**config.mk**
```make
export PLATFORM = sky130hd
export DESIGN_NAME = aca_alu
export DESIGN_NICKNAME = d
export VERILOG_FILES = /design/src/aca_pkg.sv /design/src/aca_alu.sv
export SDC_FILE = /design/constraint.sdc
export NUM_CORES = 1
export LEC_CHECK = 0
export ABC_CLOCK_PERIOD_IN_PS = 4000
export BUFFER_PORTS_ARGS = -buffer_cell sky130_fd_sc_hd__buf_2
export CAP_MARGIN = 0
export CORE_ASPECT_RATIO = 1.5
export CORE_MARGIN = 3
export CORE_UTILIZATION = 55
export DETAILED_ROUTE_END_ITERATION = 8
export MAX_ROUTING_LAYER = met4
export PLACE_DENSITY = 0.78
export RECOVER_POWER = 50
export SLEW_MARGIN = 25
export SYNTH_ARGS = -nofsm -noshare
export SYNTH_HDL_FRONTEND = slang
export SYNTH_SLANG_ARGS = --single-unit
```
**constraint.sdc**
```tcl
create_clock -name aclk -period 4 [get_ports aclk]
set_input_delay 0.4 -clock aclk [delete_from_list [all_inputs] [get_ports aclk]]
set_output_delay 0.4 -clock aclk [all_outputs]
set_load 0.1 [all_outputs]
```
**src/aca_pkg.sv**
```systemverilog
/*
 * aca_pkg: register map, field layouts, reset values and types shared by
 * the accumulator arithmetic slice.
 * assumes: one 100 MHz clock, registers reached over axi4-lite, 32-bit data.
 */
package aca_pkg;
  // axi4-lite register byte offsets
  localparam logic [7:0] OFF_ACC_A_LO = 8'h00;
  localparam logic [7:0] OFF_ACC_A_EXT = 8'h04;
  localparam logic [7:0] OFF_ACC_B_LO = 8'h08;
  localparam logic [7:0] OFF_ACC_B_EXT = 8'h0C;
  localparam logic [7:0] OFF_Y_PAIR = 8'h10;
  localparam logic [7:0] OFF_CCB = 8'h14;
  localparam logic [7:0] OFF_CTRL = 8'h18;
  localparam logic [7:0] OFF_CMD = 8'h1C;
  localparam logic [7:0] OFF_STATUS = 8'h20;
  localparam logic [7:0] OFF_MOVE_DATA = 8'h24;
  // field positions
  localparam int CTRL_SAT_BIT = 0;
  localparam int STATUS_BUSY_BIT = 0;
  // values and counts
  localparam logic [35:0] ACC_MOST_NEG = 36'h8_0000_0000;
  localparam logic [35:0] ACC_MOST_POS = 36'h7_FFFF_FFFF;
  localparam logic [31:0] LONG_MOST_NEG = 32'h8000_0000;
  localparam logic [31:0] LONG_MOST_POS = 32'h7FFF_FFFF;
  localparam logic [2:0] BASE_CLOCKS = 3'h2;
  localparam logic [1:0] RESP_OKAY = 2'h0;
  localparam logic [1:0] RESP_SLVERR = 2'h2;
  localparam logic [35:0] ACC_RST = 36'h0_0000_0000;
  localparam logic [31:0] Y_RST = 32'h0000_0000;
  localparam logic [7:0] CCB_RST = 8'h00;
  localparam logic SAT_RST = 1'b0;

  // condition code byte, msb first: bit 7 size .. bit 0 carry
  typedef struct packed {
    logic size_flag;
    logic limit;
    logic extension;
    logic unnorm;
    logic negative;
    logic zero;
    logic overflow;
    logic carry;
  } aca_ccb_t;

  // command word, low five bits of the command register
  typedef struct packed {
    logic [1:0] parallel_move_extra_clocks;
    logic move_en;
    logic dest_b;
    logic adc_op;
  } aca_cmd_t;

  typedef enum logic [0:0] {ST_IDLE, ST_EXEC} aca_state_t;
endpackage : aca_pkg

```
**src/aca_alu.sv**
```systemverilog
/* aca_alu: magnitude and add-long-with-carry on two 36-bit accumulators,
 * with an optional parallel move read-out and the condition code byte.
 * assumes: software drives it as an axi4-lite master, one clock, sync reset. */
//////////////////////////////////////////////////////////////////////////////
// What this block does
// - magnitude_op replaces the accumulator by its 36-bit two's complement when negative.
// - the most negative accumulator value flags overflow and is kept, not limited.
// - magnitude_op sets limit, extension, negative, zero and overflow from its result.
// - magnitude_op takes two clocks plus the parallel move extra clocks.
// - a parallel move reads the accumulator as it was before the operation.
// - add-with-carry adds the sign-extended y pair and carry into the accumulator.
// - carry enters the lsb of the sum and the y pair is left untouched.
// - with saturation_enable set an overflowed sum is saturated, not wrapped.
// - add-with-carry sets carry from the carry or borrow out of 36 bits.
// - add-with-carry sets zero, overflow, limit and negative from its result.
// - add-with-carry takes y with either accumulator and runs in two clocks plus the parallel move extra clocks.
//////////////////////////////////////////////////////////////////////////////
`timescale 1ns/1ns
`default_nettype none
module aca_alu (
  // clock and reset
  input wire logic aclk,
  input wire logic aresetn,
  // write address channel
  input wire logic s_axi_awvalid,
  output logic s_axi_awready,
  input wire logic [7:0] s_axi_awaddr,
  // write data channel
  input wire logic s_axi_wvalid,
  output logic s_axi_wready,
  input wire logic [31:0] s_axi_wdata,
  input wire logic [3:0] s_axi_wstrb,
  // write response channel
  output logic s_axi_bvalid,
  input wire logic s_axi_bready,
  output logic [1:0] s_axi_bresp,
  // read address channel
  input wire logic s_axi_arvalid,
  output logic s_axi_arready,
  input wire logic [7:0] s_axi_araddr,
  // read data channel
  output logic s_axi_rvalid,
  input wire logic s_axi_rready,
  output logic [31:0] s_axi_rdata,
  output logic [1:0] s_axi_rresp
);
  import aca_pkg::*;
  function automatic logic [31:0] merge(input logic [31:0] old, input logic [31:0] nw,
                                        input logic [3:0] strb);
    logic [31:0] m;
    m = {{8{strb[3]}}, {8{strb[2]}}, {8{strb[1]}}, {8{strb[0]}}};
    return (old & ~m) | (nw & m);
  endfunction : merge
  // a move out of a 36-bit accumulator is limited to the 32-bit range
  function automatic logic [31:0] lim32(input logic [35:0] v);
    return (v[35:31] == 5'h00 || v[35:31] == 5'h1F) ? v[31:0] :
      (v[35] ? LONG_MOST_NEG : LONG_MOST_POS);
  endfunction : lim32
  //////////////////////////////////////////////////////////////////////////////
  // bus slave state
  logic awready_r, awready_nxt, wready_r, wready_nxt, aw_full_r, aw_full_nxt;
  logic w_full_r, w_full_nxt, bvalid_r, bvalid_nxt, arready_r, arready_nxt;
  logic rvalid_r, rvalid_nxt, wr_fire, rd_ok;
  logic [7:0] awaddr_r, awaddr_nxt, wr_addr, rd_addr;
  logic [31:0] wdata_r, wdata_nxt, rdata_r, rdata_nxt, rd_mux;
  logic [3:0] wstrb_r, wstrb_nxt;
  logic [1:0] bresp_r, bresp_nxt, rresp_r, rresp_nxt;
  // core state
  aca_state_t state_r, state_nxt;
  aca_cmd_t cmd_r, cmd_nxt, cmd_in;
  aca_ccb_t ccb_r, ccb_nxt;
  logic [35:0] acc_a_r, acc_a_nxt, acc_b_r, acc_b_nxt, opnd_r, opnd_nxt, sel_acc;
  logic [35:0] abs_res, add_res, res;
  logic [36:0] sum37;
  logic [31:0] y_r, y_nxt, move_r, move_nxt;
  logic [2:0] cnt_r, cnt_nxt;
  logic sat_r, sat_nxt, cin_r, cin_nxt, mvlim_r, mvlim_nxt, start, commit;
  logic abs_ovf, add_ovf, ovf, busy;
  assign wr_addr = {awaddr_r[7:2], 2'b00};
  assign rd_addr = {s_axi_araddr[7:2], 2'b00};
  assign busy = (state_r == ST_EXEC);
  always_comb begin
    rd_ok = 1'b1;
    rd_mux = 32'h0000_0000;
    case (rd_addr)
      OFF_ACC_A_LO: rd_mux = acc_a_r[31:0];
      OFF_ACC_A_EXT: rd_mux = {28'h000_0000, acc_a_r[35:32]};
      OFF_ACC_B_LO: rd_mux = acc_b_r[31:0];
      OFF_ACC_B_EXT: rd_mux = {28'h000_0000, acc_b_r[35:32]};
      OFF_Y_PAIR: rd_mux = y_r;
      OFF_CCB: rd_mux = {24'h00_0000, ccb_r};
      OFF_CTRL: rd_mux = {31'h0000_0000, sat_r};
      OFF_CMD: rd_mux = {27'h000_0000, cmd_r};
      OFF_STATUS: rd_mux = {31'h0000_0000, busy};
      OFF_MOVE_DATA: rd_mux = move_r;
      default: rd_ok = 1'b0;
    endcase
  end
  //////////////////////////////////////////////////////////////////////////////
  // axi4-lite slave: address and data taken in either order
  always_comb begin
    aw_full_nxt = aw_full_r | (s_axi_awvalid & awready_r);
    awaddr_nxt = (s_axi_awvalid & awready_r) ? s_axi_awaddr : awaddr_r;
    w_full_nxt = w_full_r | (s_axi_wvalid & wready_r);
    wdata_nxt = (s_axi_wvalid & wready_r) ? s_axi_wdata : wdata_r;
    wstrb_nxt = (s_axi_wvalid & wready_r) ? s_axi_wstrb : wstrb_r;
    bvalid_nxt = bvalid_r & ~s_axi_bready;
    bresp_nxt = bresp_r;
    wr_fire = aw_full_r & w_full_r & ~bvalid_r;
    if (wr_fire) begin
      aw_full_nxt = 1'b0;
      w_full_nxt = 1'b0;
      bvalid_nxt = 1'b1;
      bresp_nxt = (wr_addr <= OFF_MOVE_DATA) ? RESP_OKAY : RESP_SLVERR;
    end
    awready_nxt = ~aw_full_nxt;
    wready_nxt = ~w_full_nxt;
    rvalid_nxt = rvalid_r & ~s_axi_rready;
    rdata_nxt = rdata_r;
    rresp_nxt = rresp_r;
    if (s_axi_arvalid & arready_r) begin
      rvalid_nxt = 1'b1;
      rdata_nxt = rd_mux;
      rresp_nxt = rd_ok ? RESP_OKAY : RESP_SLVERR;
    end
    arready_nxt = ~rvalid_nxt;
  end
  always_ff @(posedge aclk) begin
    if (!aresetn) begin
      awready_r <= 1'b0;
      wready_r <= 1'b0;
      aw_full_r <= 1'b0;
      w_full_r <= 1'b0;
      awaddr_r <= 8'h00;
      wdata_r <= 32'h0000_0000;
      wstrb_r <= 4'h0;
      bvalid_r <= 1'b0;
      bresp_r <= RESP_OKAY;
      arready_r <= 1'b0;
      rvalid_r <= 1'b0;
      rdata_r <= 32'h0000_0000;
      rresp_r <= RESP_OKAY;
    end else begin
      awready_r <= awready_nxt;
      wready_r <= wready_nxt;
      aw_full_r <= aw_full_nxt;
      w_full_r <= w_full_nxt;
      awaddr_r <= awaddr_nxt;
      wdata_r <= wdata_nxt;
      wstrb_r <= wstrb_nxt;
      bvalid_r <= bvalid_nxt;
      bresp_r <= bresp_nxt;
      arready_r <= arready_nxt;
      rvalid_r <= rvalid_nxt;
      rdata_r <= rdata_nxt;
      rresp_r <= rresp_nxt;
    end
  end
  assign s_axi_awready = awready_r;
  assign s_axi_wready = wready_r;
  assign s_axi_bvalid = bvalid_r;
  assign s_axi_bresp = bresp_r;
  assign s_axi_arready = arready_r;
  assign s_axi_rvalid = rvalid_r;
  assign s_axi_rdata = rdata_r;
  assign s_axi_rresp = rresp_r;
  //////////////////////////////////////////////////////////////////////////////
  // datapath, computed from the operand frozen at start
  always_comb begin
    abs_ovf = (opnd_r == ACC_MOST_NEG);
    abs_res = (opnd_r[35] && !abs_ovf) ? 36'(~opnd_r + 36'h0_0000_0001) : opnd_r;
    sum37 = {1'b0, opnd_r} + {1'b0, {4{y_r[31]}}, y_r} + {36'h0_0000_0000, cin_r};
    add_ovf = (opnd_r[35] == y_r[31]) && (sum37[35] != opnd_r[35]);
    add_res = (sat_r && add_ovf) ? (opnd_r[35] ? ACC_MOST_NEG : ACC_MOST_POS) : sum37[35:0];
    res = cmd_r.adc_op ? add_res : abs_res;
    ovf = cmd_r.adc_op ? add_ovf : abs_ovf;
  end
  //////////////////////////////////////////////////////////////////////////////
  // sequencer and register file; writes are ignored while an operation runs,
  // so a software write never races a hardware flag update
  always_comb begin
    cmd_in = aca_cmd_t'(wdata_r[4:0]);
    sel_acc = cmd_in.dest_b ? acc_b_r : acc_a_r;
    start = wr_fire && wr_addr == OFF_CMD && !busy && wstrb_r[0];
    commit = busy && cnt_r == 3'h0;
    state_nxt = state_r;
    cmd_nxt = cmd_r;
    ccb_nxt = ccb_r;
    acc_a_nxt = acc_a_r;
    acc_b_nxt = acc_b_r;
    y_nxt = y_r;
    sat_nxt = sat_r;
    opnd_nxt = opnd_r;
    cin_nxt = cin_r;
    cnt_nxt = cnt_r;
    move_nxt = move_r;
    mvlim_nxt = mvlim_r;
    if (wr_fire && !busy) begin
      case (wr_addr)
        OFF_ACC_A_LO: acc_a_nxt[31:0] = merge(acc_a_r[31:0], wdata_r, wstrb_r);
        OFF_ACC_A_EXT: acc_a_nxt[35:32] = wstrb_r[0] ? wdata_r[3:0] : acc_a_r[35:32];
        OFF_ACC_B_LO: acc_b_nxt[31:0] = merge(acc_b_r[31:0], wdata_r, wstrb_r);
        OFF_ACC_B_EXT: acc_b_nxt[35:32] = wstrb_r[0] ? wdata_r[3:0] : acc_b_r[35:32];
        OFF_Y_PAIR: y_nxt = merge(y_r, wdata_r, wstrb_r);
        OFF_CCB: ccb_nxt = wstrb_r[0] ? aca_ccb_t'(wdata_r[7:0]) : ccb_r;
        OFF_CTRL: sat_nxt = wstrb_r[0] ? wdata_r[CTRL_SAT_BIT] : sat_r;
        default: ;
      endcase
    end
    case (state_r)
      ST_IDLE: if (start) begin
        state_nxt = ST_EXEC;
        cmd_nxt = cmd_in;
        opnd_nxt = sel_acc;
        cin_nxt = ccb_r.carry;
        cnt_nxt = BASE_CLOCKS - 3'h1 + {1'b0, cmd_in.parallel_move_extra_clocks};
        mvlim_nxt = cmd_in.move_en && (lim32(sel_acc) != sel_acc[31:0]);
        move_nxt = cmd_in.move_en ? lim32(sel_acc) : move_r;
      end
      ST_EXEC: begin
        cnt_nxt = cnt_r - 3'h1;
        if (commit) begin
          state_nxt = ST_IDLE;
          acc_a_nxt = cmd_r.dest_b ? acc_a_r : res;
          acc_b_nxt = cmd_r.dest_b ? res : acc_b_r;
          ccb_nxt.carry = cmd_r.adc_op ? sum37[36] : ccb_r.carry;
          ccb_nxt.overflow = ovf;
          ccb_nxt.zero = (res == ACC_RST);
          ccb_nxt.negative = res[35];
          ccb_nxt.unnorm = ~(res[31] ^ res[30]);
          ccb_nxt.extension = ~(res[35:31] == 5'h00 || res[35:31] == 5'h1F);
          ccb_nxt.limit = ccb_r.limit | ovf | mvlim_r;
          ccb_nxt.size_flag = ccb_r.size_flag | (cmd_r.move_en & (opnd_r[30] ^ opnd_r[29]));
        end
      end
      default: state_nxt = ST_IDLE;
    endcase
  end
  always_ff @(posedge aclk) begin
    if (!aresetn) begin
      state_r <= ST_IDLE;
      cmd_r <= aca_cmd_t'(5'h00);
      ccb_r <= aca_ccb_t'(CCB_RST);
      acc_a_r <= ACC_RST;
      acc_b_r <= ACC_RST;
      y_r <= Y_RST;
      sat_r <= SAT_RST;
      opnd_r <= ACC_RST;
      cin_r <= 1'b0;
      cnt_r <= 3'h0;
      move_r <= 32'h0000_0000;
      mvlim_r <= 1'b0;
    end else begin
      state_r <= state_nxt;
      cmd_r <= cmd_nxt;
      ccb_r <= ccb_nxt;
      acc_a_r <= acc_a_nxt;
      acc_b_r <= acc_b_nxt;
      y_r <= y_nxt;
      sat_r <= sat_nxt;
      opnd_r <= opnd_nxt;
      cin_r <= cin_nxt;
      cnt_r <= cnt_nxt;
      move_r <= move_nxt;
      mvlim_r <= mvlim_nxt;
    end
  end
endmodule : aca_alu
`default_nettype wire

```
# Word-level counts from Yosys, hierarchy flattened

Cells that the tools add are included.

Equal/unequal tests: 26
Multipliers: 0
Shift operators: 0
Bitwise operators: 33
Reduce and logical (&&, ||, !) cells: 24
Muxes and demuxes: 41
Divide/modulo/power cells: 0
Magnitude comparators: 1
$add $sub $neg: 5

Operators with widths:

| operator                                                               | number |
|---|---|
| 36-bit 2-to-1 mux                                                      | 13 |
| 32-bit one-hot mux with 10 select lines                                | 1 |
| 32-bit bitwise AND                                                     | 4 |
| 32-bit 2-to-1 mux                                                      | 4 |
| 32-bit OR                                                              | 3 |
| 6-bit by 3-bit equality test with 1-bit output (second input constant) | 8 |
| 8-bit 2-to-1 mux                                                       | 5 |
| 36-bit by 36-bit adder with 37-bit output                              | 1 |
| 37-bit by 1-bit adder with 37-bit output                               | 1 |
| 36-bit by 1-bit adder with 36-bit output (second input constant)       | 1 |
| 36-bit equality test (second input constant)                           | 1 |
| 36-bit zero test                                                       | 1 |
| 36-bit inverter                                                        | 1 |
| 32-bit != test                                                         | 1 |
| 32-bit inverter                                                        | 1 |
| 6-bit by 2-bit equality test with 1-bit output (second input constant) | 4 |
| 8-bit zero test                                                        | 2 |
| 4-bit 2-to-1 mux                                                       | 4 |
| 6-bit by 1-bit equality test with 1-bit output (second input constant) | 2 |
| 6-bit by 4-bit equality test with 1-bit output (second input constant) | 2 |
| 5-bit equality test (second input constant)                            | 2 |
| 5-bit zero test                                                        | 2 |
| 10-bit OR reduction                                                    | 1 |
| 1-bit logical AND                                                      | 9 |
| 21 further kinds                                                       | 56 |

Memory bits (writable): 0
ROM bits: 0
Register bits: 279
Memories kept: 0
Bits in latches: 0
Output and inout bits: 41

# Longest topological paths before layout

Depth after elaboration: 12
Gate-level depth with buffers: 18
Depth with buffers taken out: 18

# Worst setup path before layout

Ideal clock, no wire load.

Path kind: register to register
Start: register opnd_r[0]
End: register ccb_r[2] (netlist name)
Period minus slack after synthesis: 3.809 ns
Setup slack: 0.191 ns
Cell stages (with the launch flop): 19
Arrival time: 3.725 ns
Data required time: 3.916 ns
Cell sequence: dfxtp_1 > inv_1 > fa_1 > inv_1 > fa_1 > a21o_1 > a221o_2 > or3b_2 > a31oi_1 > nor3b_1 > o21ai_0 > xnor2_1 > o21ai_0 > o21ai_0 > ha_1 > nand3_1 > or4_1 > nand4bb_1 > o31ai_2

Word-level cells in the longest chain between the ends: 10
Elaborated cells on any way between the ends: 16
Classes of those cells: 3 x add/sub; 2 x eq/ne; 5 x mux; 1 x bitwise; 5 x reduce/logical

RTL lines:

| what                                      | RTL line       | RTL |
|---|---|---|
| from (decl)                               | aca_alu.sv:72  | `logic [35:0] acc_a_r, acc_a_nxt, acc_b_r, acc_b_nxt, opnd_r, opnd_nxt, sel_acc;` |
| from (signal assigned)                    | aca_alu.sv:261 | `opnd_r <= opnd_nxt;` |
| 36-bit by 36-bit adder with 37-bit output | aca_alu.sv:172 | `sum37 = {1'b0, opnd_r} + {1'b0, {4{y_r[31]}}, y_r} + {36'h0_0000_0000, cin_r};` |
| 37-bit by 1-bit adder with 37-bit output  | aca_alu.sv:172 |  |
| 1-bit != test                             | aca_alu.sv:173 | `add_ovf = (opnd_r[35] == y_r[31]) && (sum37[35] != opnd_r[35]);` |
| 1-bit logical AND                         | aca_alu.sv:173 |  |
| 1-bit logical AND                         | aca_alu.sv:174 | `add_res = (sat_r && add_ovf) ? (opnd_r[35] ? ACC_MOST_NEG : ACC_MOST_POS) : sum37[35:0];` |
| 36-bit 2-to-1 mux                         | aca_alu.sv:174 |  |
| 36-bit 2-to-1 mux *                       | aca_alu.sv:175 | `res = cmd_r.adc_op ? add_res : abs_res;` |
| 36-bit zero test *                        | aca_alu.sv:228 | `ccb_nxt.zero = (res == ACC_RST);` |
| 8-bit 2-to-1 mux *                        | aca_alu.sv:222 | `if (commit) begin` |
| 8-bit 2-to-1 mux *                        | aca_alu.sv:210 | `case (state_r)` |
| to (signal assigned)                      | aca_alu.sv:243 | `ccb_r <= aca_ccb_t'(CCB_RST);` |
| to (signal assigned)                      | aca_alu.sv:256 | `ccb_r <= ccb_nxt;` |
| to (decl)                                 | aca_alu.sv:71  | `aca_ccb_t ccb_r, ccb_nxt;` |

Mark *: on every way between the ends. The rest lies on a longest branch, timed or not.
A chain may end at the register's enable or synchronous reset.

==> results.md <==
- Initial DRC count: between 2000 and 2500
- Max Cap Viol: 2
- Period minus WS final: 3.93 ns
- Crit start category: flop
- Fin cells: between 2000 and 2500
- Leading area contributor after synthesis: dfxtp_1
- PortBufs: slightly above 90
- Initial antenna violation count: 1
- Clock Tree Buf Depth: 3
- Total placed cells including tap cells: ~2400
- Synthesis Warnings: 0
- Final wirelength: about 58000 um
- CP Class: reg -> reg
- Die area: 0.0297 mm2
- Worst skew pair latency: 0.58 ns
- Critical path fanouts, max: 5
- Post-synthesis async set-or-reset flop share: 0%
- Number of flops mapped to enable cells by yosys: 0
- DR pass1 iterations: 9
- TNS Setup: 0 ns
- Post-DR vias/cell: a little under 7
- DRC: 0
- Number of synthesized register bits: 275
- Peak VDD IR: a little over 400 uV
- All-Layer GR Usage: approximately two fifths
- Final hold vios: 0
- Starting density of the core: between 50% and 60%
- CTS Hold Bufs: 0
- Total chip power: between 5 and 6 mW
- Tightest Pin Transition: between 2 and 3 ns
- Final Cycle Share: 98.3%
- Ranking of synthesized cells by area: dfxtp_1 (36%), a21oi_1 (9.5%), nand2_1 (7.5%)
- Leak: between 6 and 7 nW
- H-tree Lvls: 1
- Largest net degree at the start of global routing: 143
- Final Skew: approximately 0.037 ns
- Relative slew slack: -70.2%
- Max frequency: 0.254 GHz
- Synthesized area: 0.0152 mm2
- Multi-input gate area: approximately 0.0092 mm2
- Yosys cell types: 91
- Post-route ant nets: 0
- Sequential share of the synthesized area: a little over a third
- DPL Wire Length: around 42000 um
- Fillers: between 2000 and 2500
- Most used flip-flop cell after synthesis: dfxtp_1
- Crit-path slowest cell: or4b_1
- Power per Cell Area: 317 mW/mm2
- CP max stage delay: 0.58 ns
- Final net count: 2186
- Status: finished with violations
- Syn-to-layout area delta: 16.9%
- Cell with the most instances after synthesis: nand2_1
- Vias in the first global route: 16300
- Die width: 142 um
- # setup viols final: 0
- Clock-pin slew on the worst setup and hold paths: 0.07 ns
- RSZ-0062 raised after global routing: yes
- Row Count: 73
- Ports: 100
- Layout cells sized above 1: 16.2%
- TritonCTS clock tree: yes
- Worst Path Required: roughly 4.5 ns
- CTS Buf Count: 27
- Core Box Area: approximately 0.027 mm2
- Die Ht: around 210 um
- Routed vias: 16600
- Reg area: 0.00551 mm2
- Synth top cells by count: nand2_1 (305), a21oi_1 (287), dfxtp_1 (275), nor2_1 (160), clkbuf_1 (108)
- Clock root cell: clkbuf_16
- Placer Congestion: around 1.1
- Top cell type's share of synthesized area: 36.2%
- First-pass GRT wire length: about 88000 um
- Crit. End Element: flop
- Failing checks: max-capacitance violations, max-slew violations
- Clock sink total: 275
- Post-Syn Area per Cell: approximately 8 um2
- Max Slew Vio Count: just under 200
- Total grt overflow: 0
- Hold crit path type: in -> reg
- Worst path cell trace: ha_1 -> a21o_1 -> or3_1 -> o211a_4 -> o2111ai_4 -> a21oi_1 -> buf_4 -> o21a_1 -> o221ai_1 -> nand2_1 -> nand4b_1 -> or4b_1 -> o31ai_2
- Routed len/inst: 23.8 um
- Synth Instances: 1925
- Worst path arrival time: 4.40 ns
[metrics by stage]
stage               util, %  area, um2  worst slack [ns]  hold slack, ns
floorplan                 -      15200             0.191           0.423
global placement       62.7      16800            -0.107           0.439
detailed placement     62.7      16800            -0.203           0.443
CTS                    66.1      17800           0.00940          0.0541
global route           66.2      17800           -0.0313          0.0565
finish                 66.2      17800            0.0674          0.0574
[final timing paths]
kind                         from  slack, ns     endpoint  cells after the start
setup / recovery             flop       0.07     ccb_r[2]                     13
setup reg to reg             flop       0.07     ccb_r[2]                     13
hold / removal    s_axi_wdata[13]       0.06  wdata_r[13]                      3
hold reg to reg       awaddr_r[6]       0.45  awaddr_r[6]                      2
[cell type report]
type | count | area share (%)
Inverter | 29 | 0.634
Antenna cell | 1 | 0.0141
Clock inverter | 16 | 0.859
Clock buffer | 34 | 4.06
Sequential cell | 275 | 31.0
Timing Repair Buffer | 253 | 9.18
Tap cell | 337 | 2.37
Multi-Input combinational cell | 1498 | 51.9
[logic make-up after synthesis]
kind of cell,after synthesis,synth area share [%]
compound gates,657,28.6
xor+xnor,57,3.28
fa+ha+maj,43,3.64
buf+inv,153,3.92
flops,275,36.2
mux,48,3.28
other cells,1,0.0247
simple gates,691,21.0
[routing by layer]
layer	up-vias	wire, um	GRT usage [%]
met2	1150	26000	58.8
li1	7413	-	-
met4	0	5300	28.3
met5	-	0	-
met3	351	6010	7.52
met1	7655	20800	44.8
[power by group]
group          internal (mW)  leakage (nW)  switching (mW)
Sequential              2.77          2.22          0.0426
Clock                   1.42         0.432            1.15
Combinational         0.0631          4.06           0.183
Total                   4.25          6.71            1.38
[worst max-delay path, delay by kind of cell (launching register included)]
family | cells | cell delay (ns)
AOI/OAI and AO/OA | 7 | 1.65
adders and majority gates | 1 | 0.30
buffers and inverters | 1 | 0.18
DFF | 1 | 0.35
and+or+nand+nor | 4 | 1.35
[timing repair]
item	in CTS	in global routing
setup endpoints to repair	1	1
pin swaps	1	6
setup buffers	3	3
resized for setup	8	19
[placed cells by master, fill, tap and decap left out, drive strengths merged, types with 6 or more instances in the layout]
master    n
nand2b   20
o41ai     9
buf     213
nor2b     8
ha       41
nand3    45
nand4    22
nor3     23
nand3b    7
a31oi    16
a21o     15
a211oi   41
o21ai    61
o31ai     8
clkbuf   74
mux2     15
a21oi   287
nor4     14
nor2    161
inv      31
mux2i    33
nor3b    10
a221oi    7
or2       6
and3     14
a22oi    65
clkinv    9
nand2   305
and2     19
xor2     27
o221a    12
dfxtp   275
o221ai   69
o211ai   22
xnor2    30
or3      16
No activity file was read; power rests on OpenSTA's default activity.
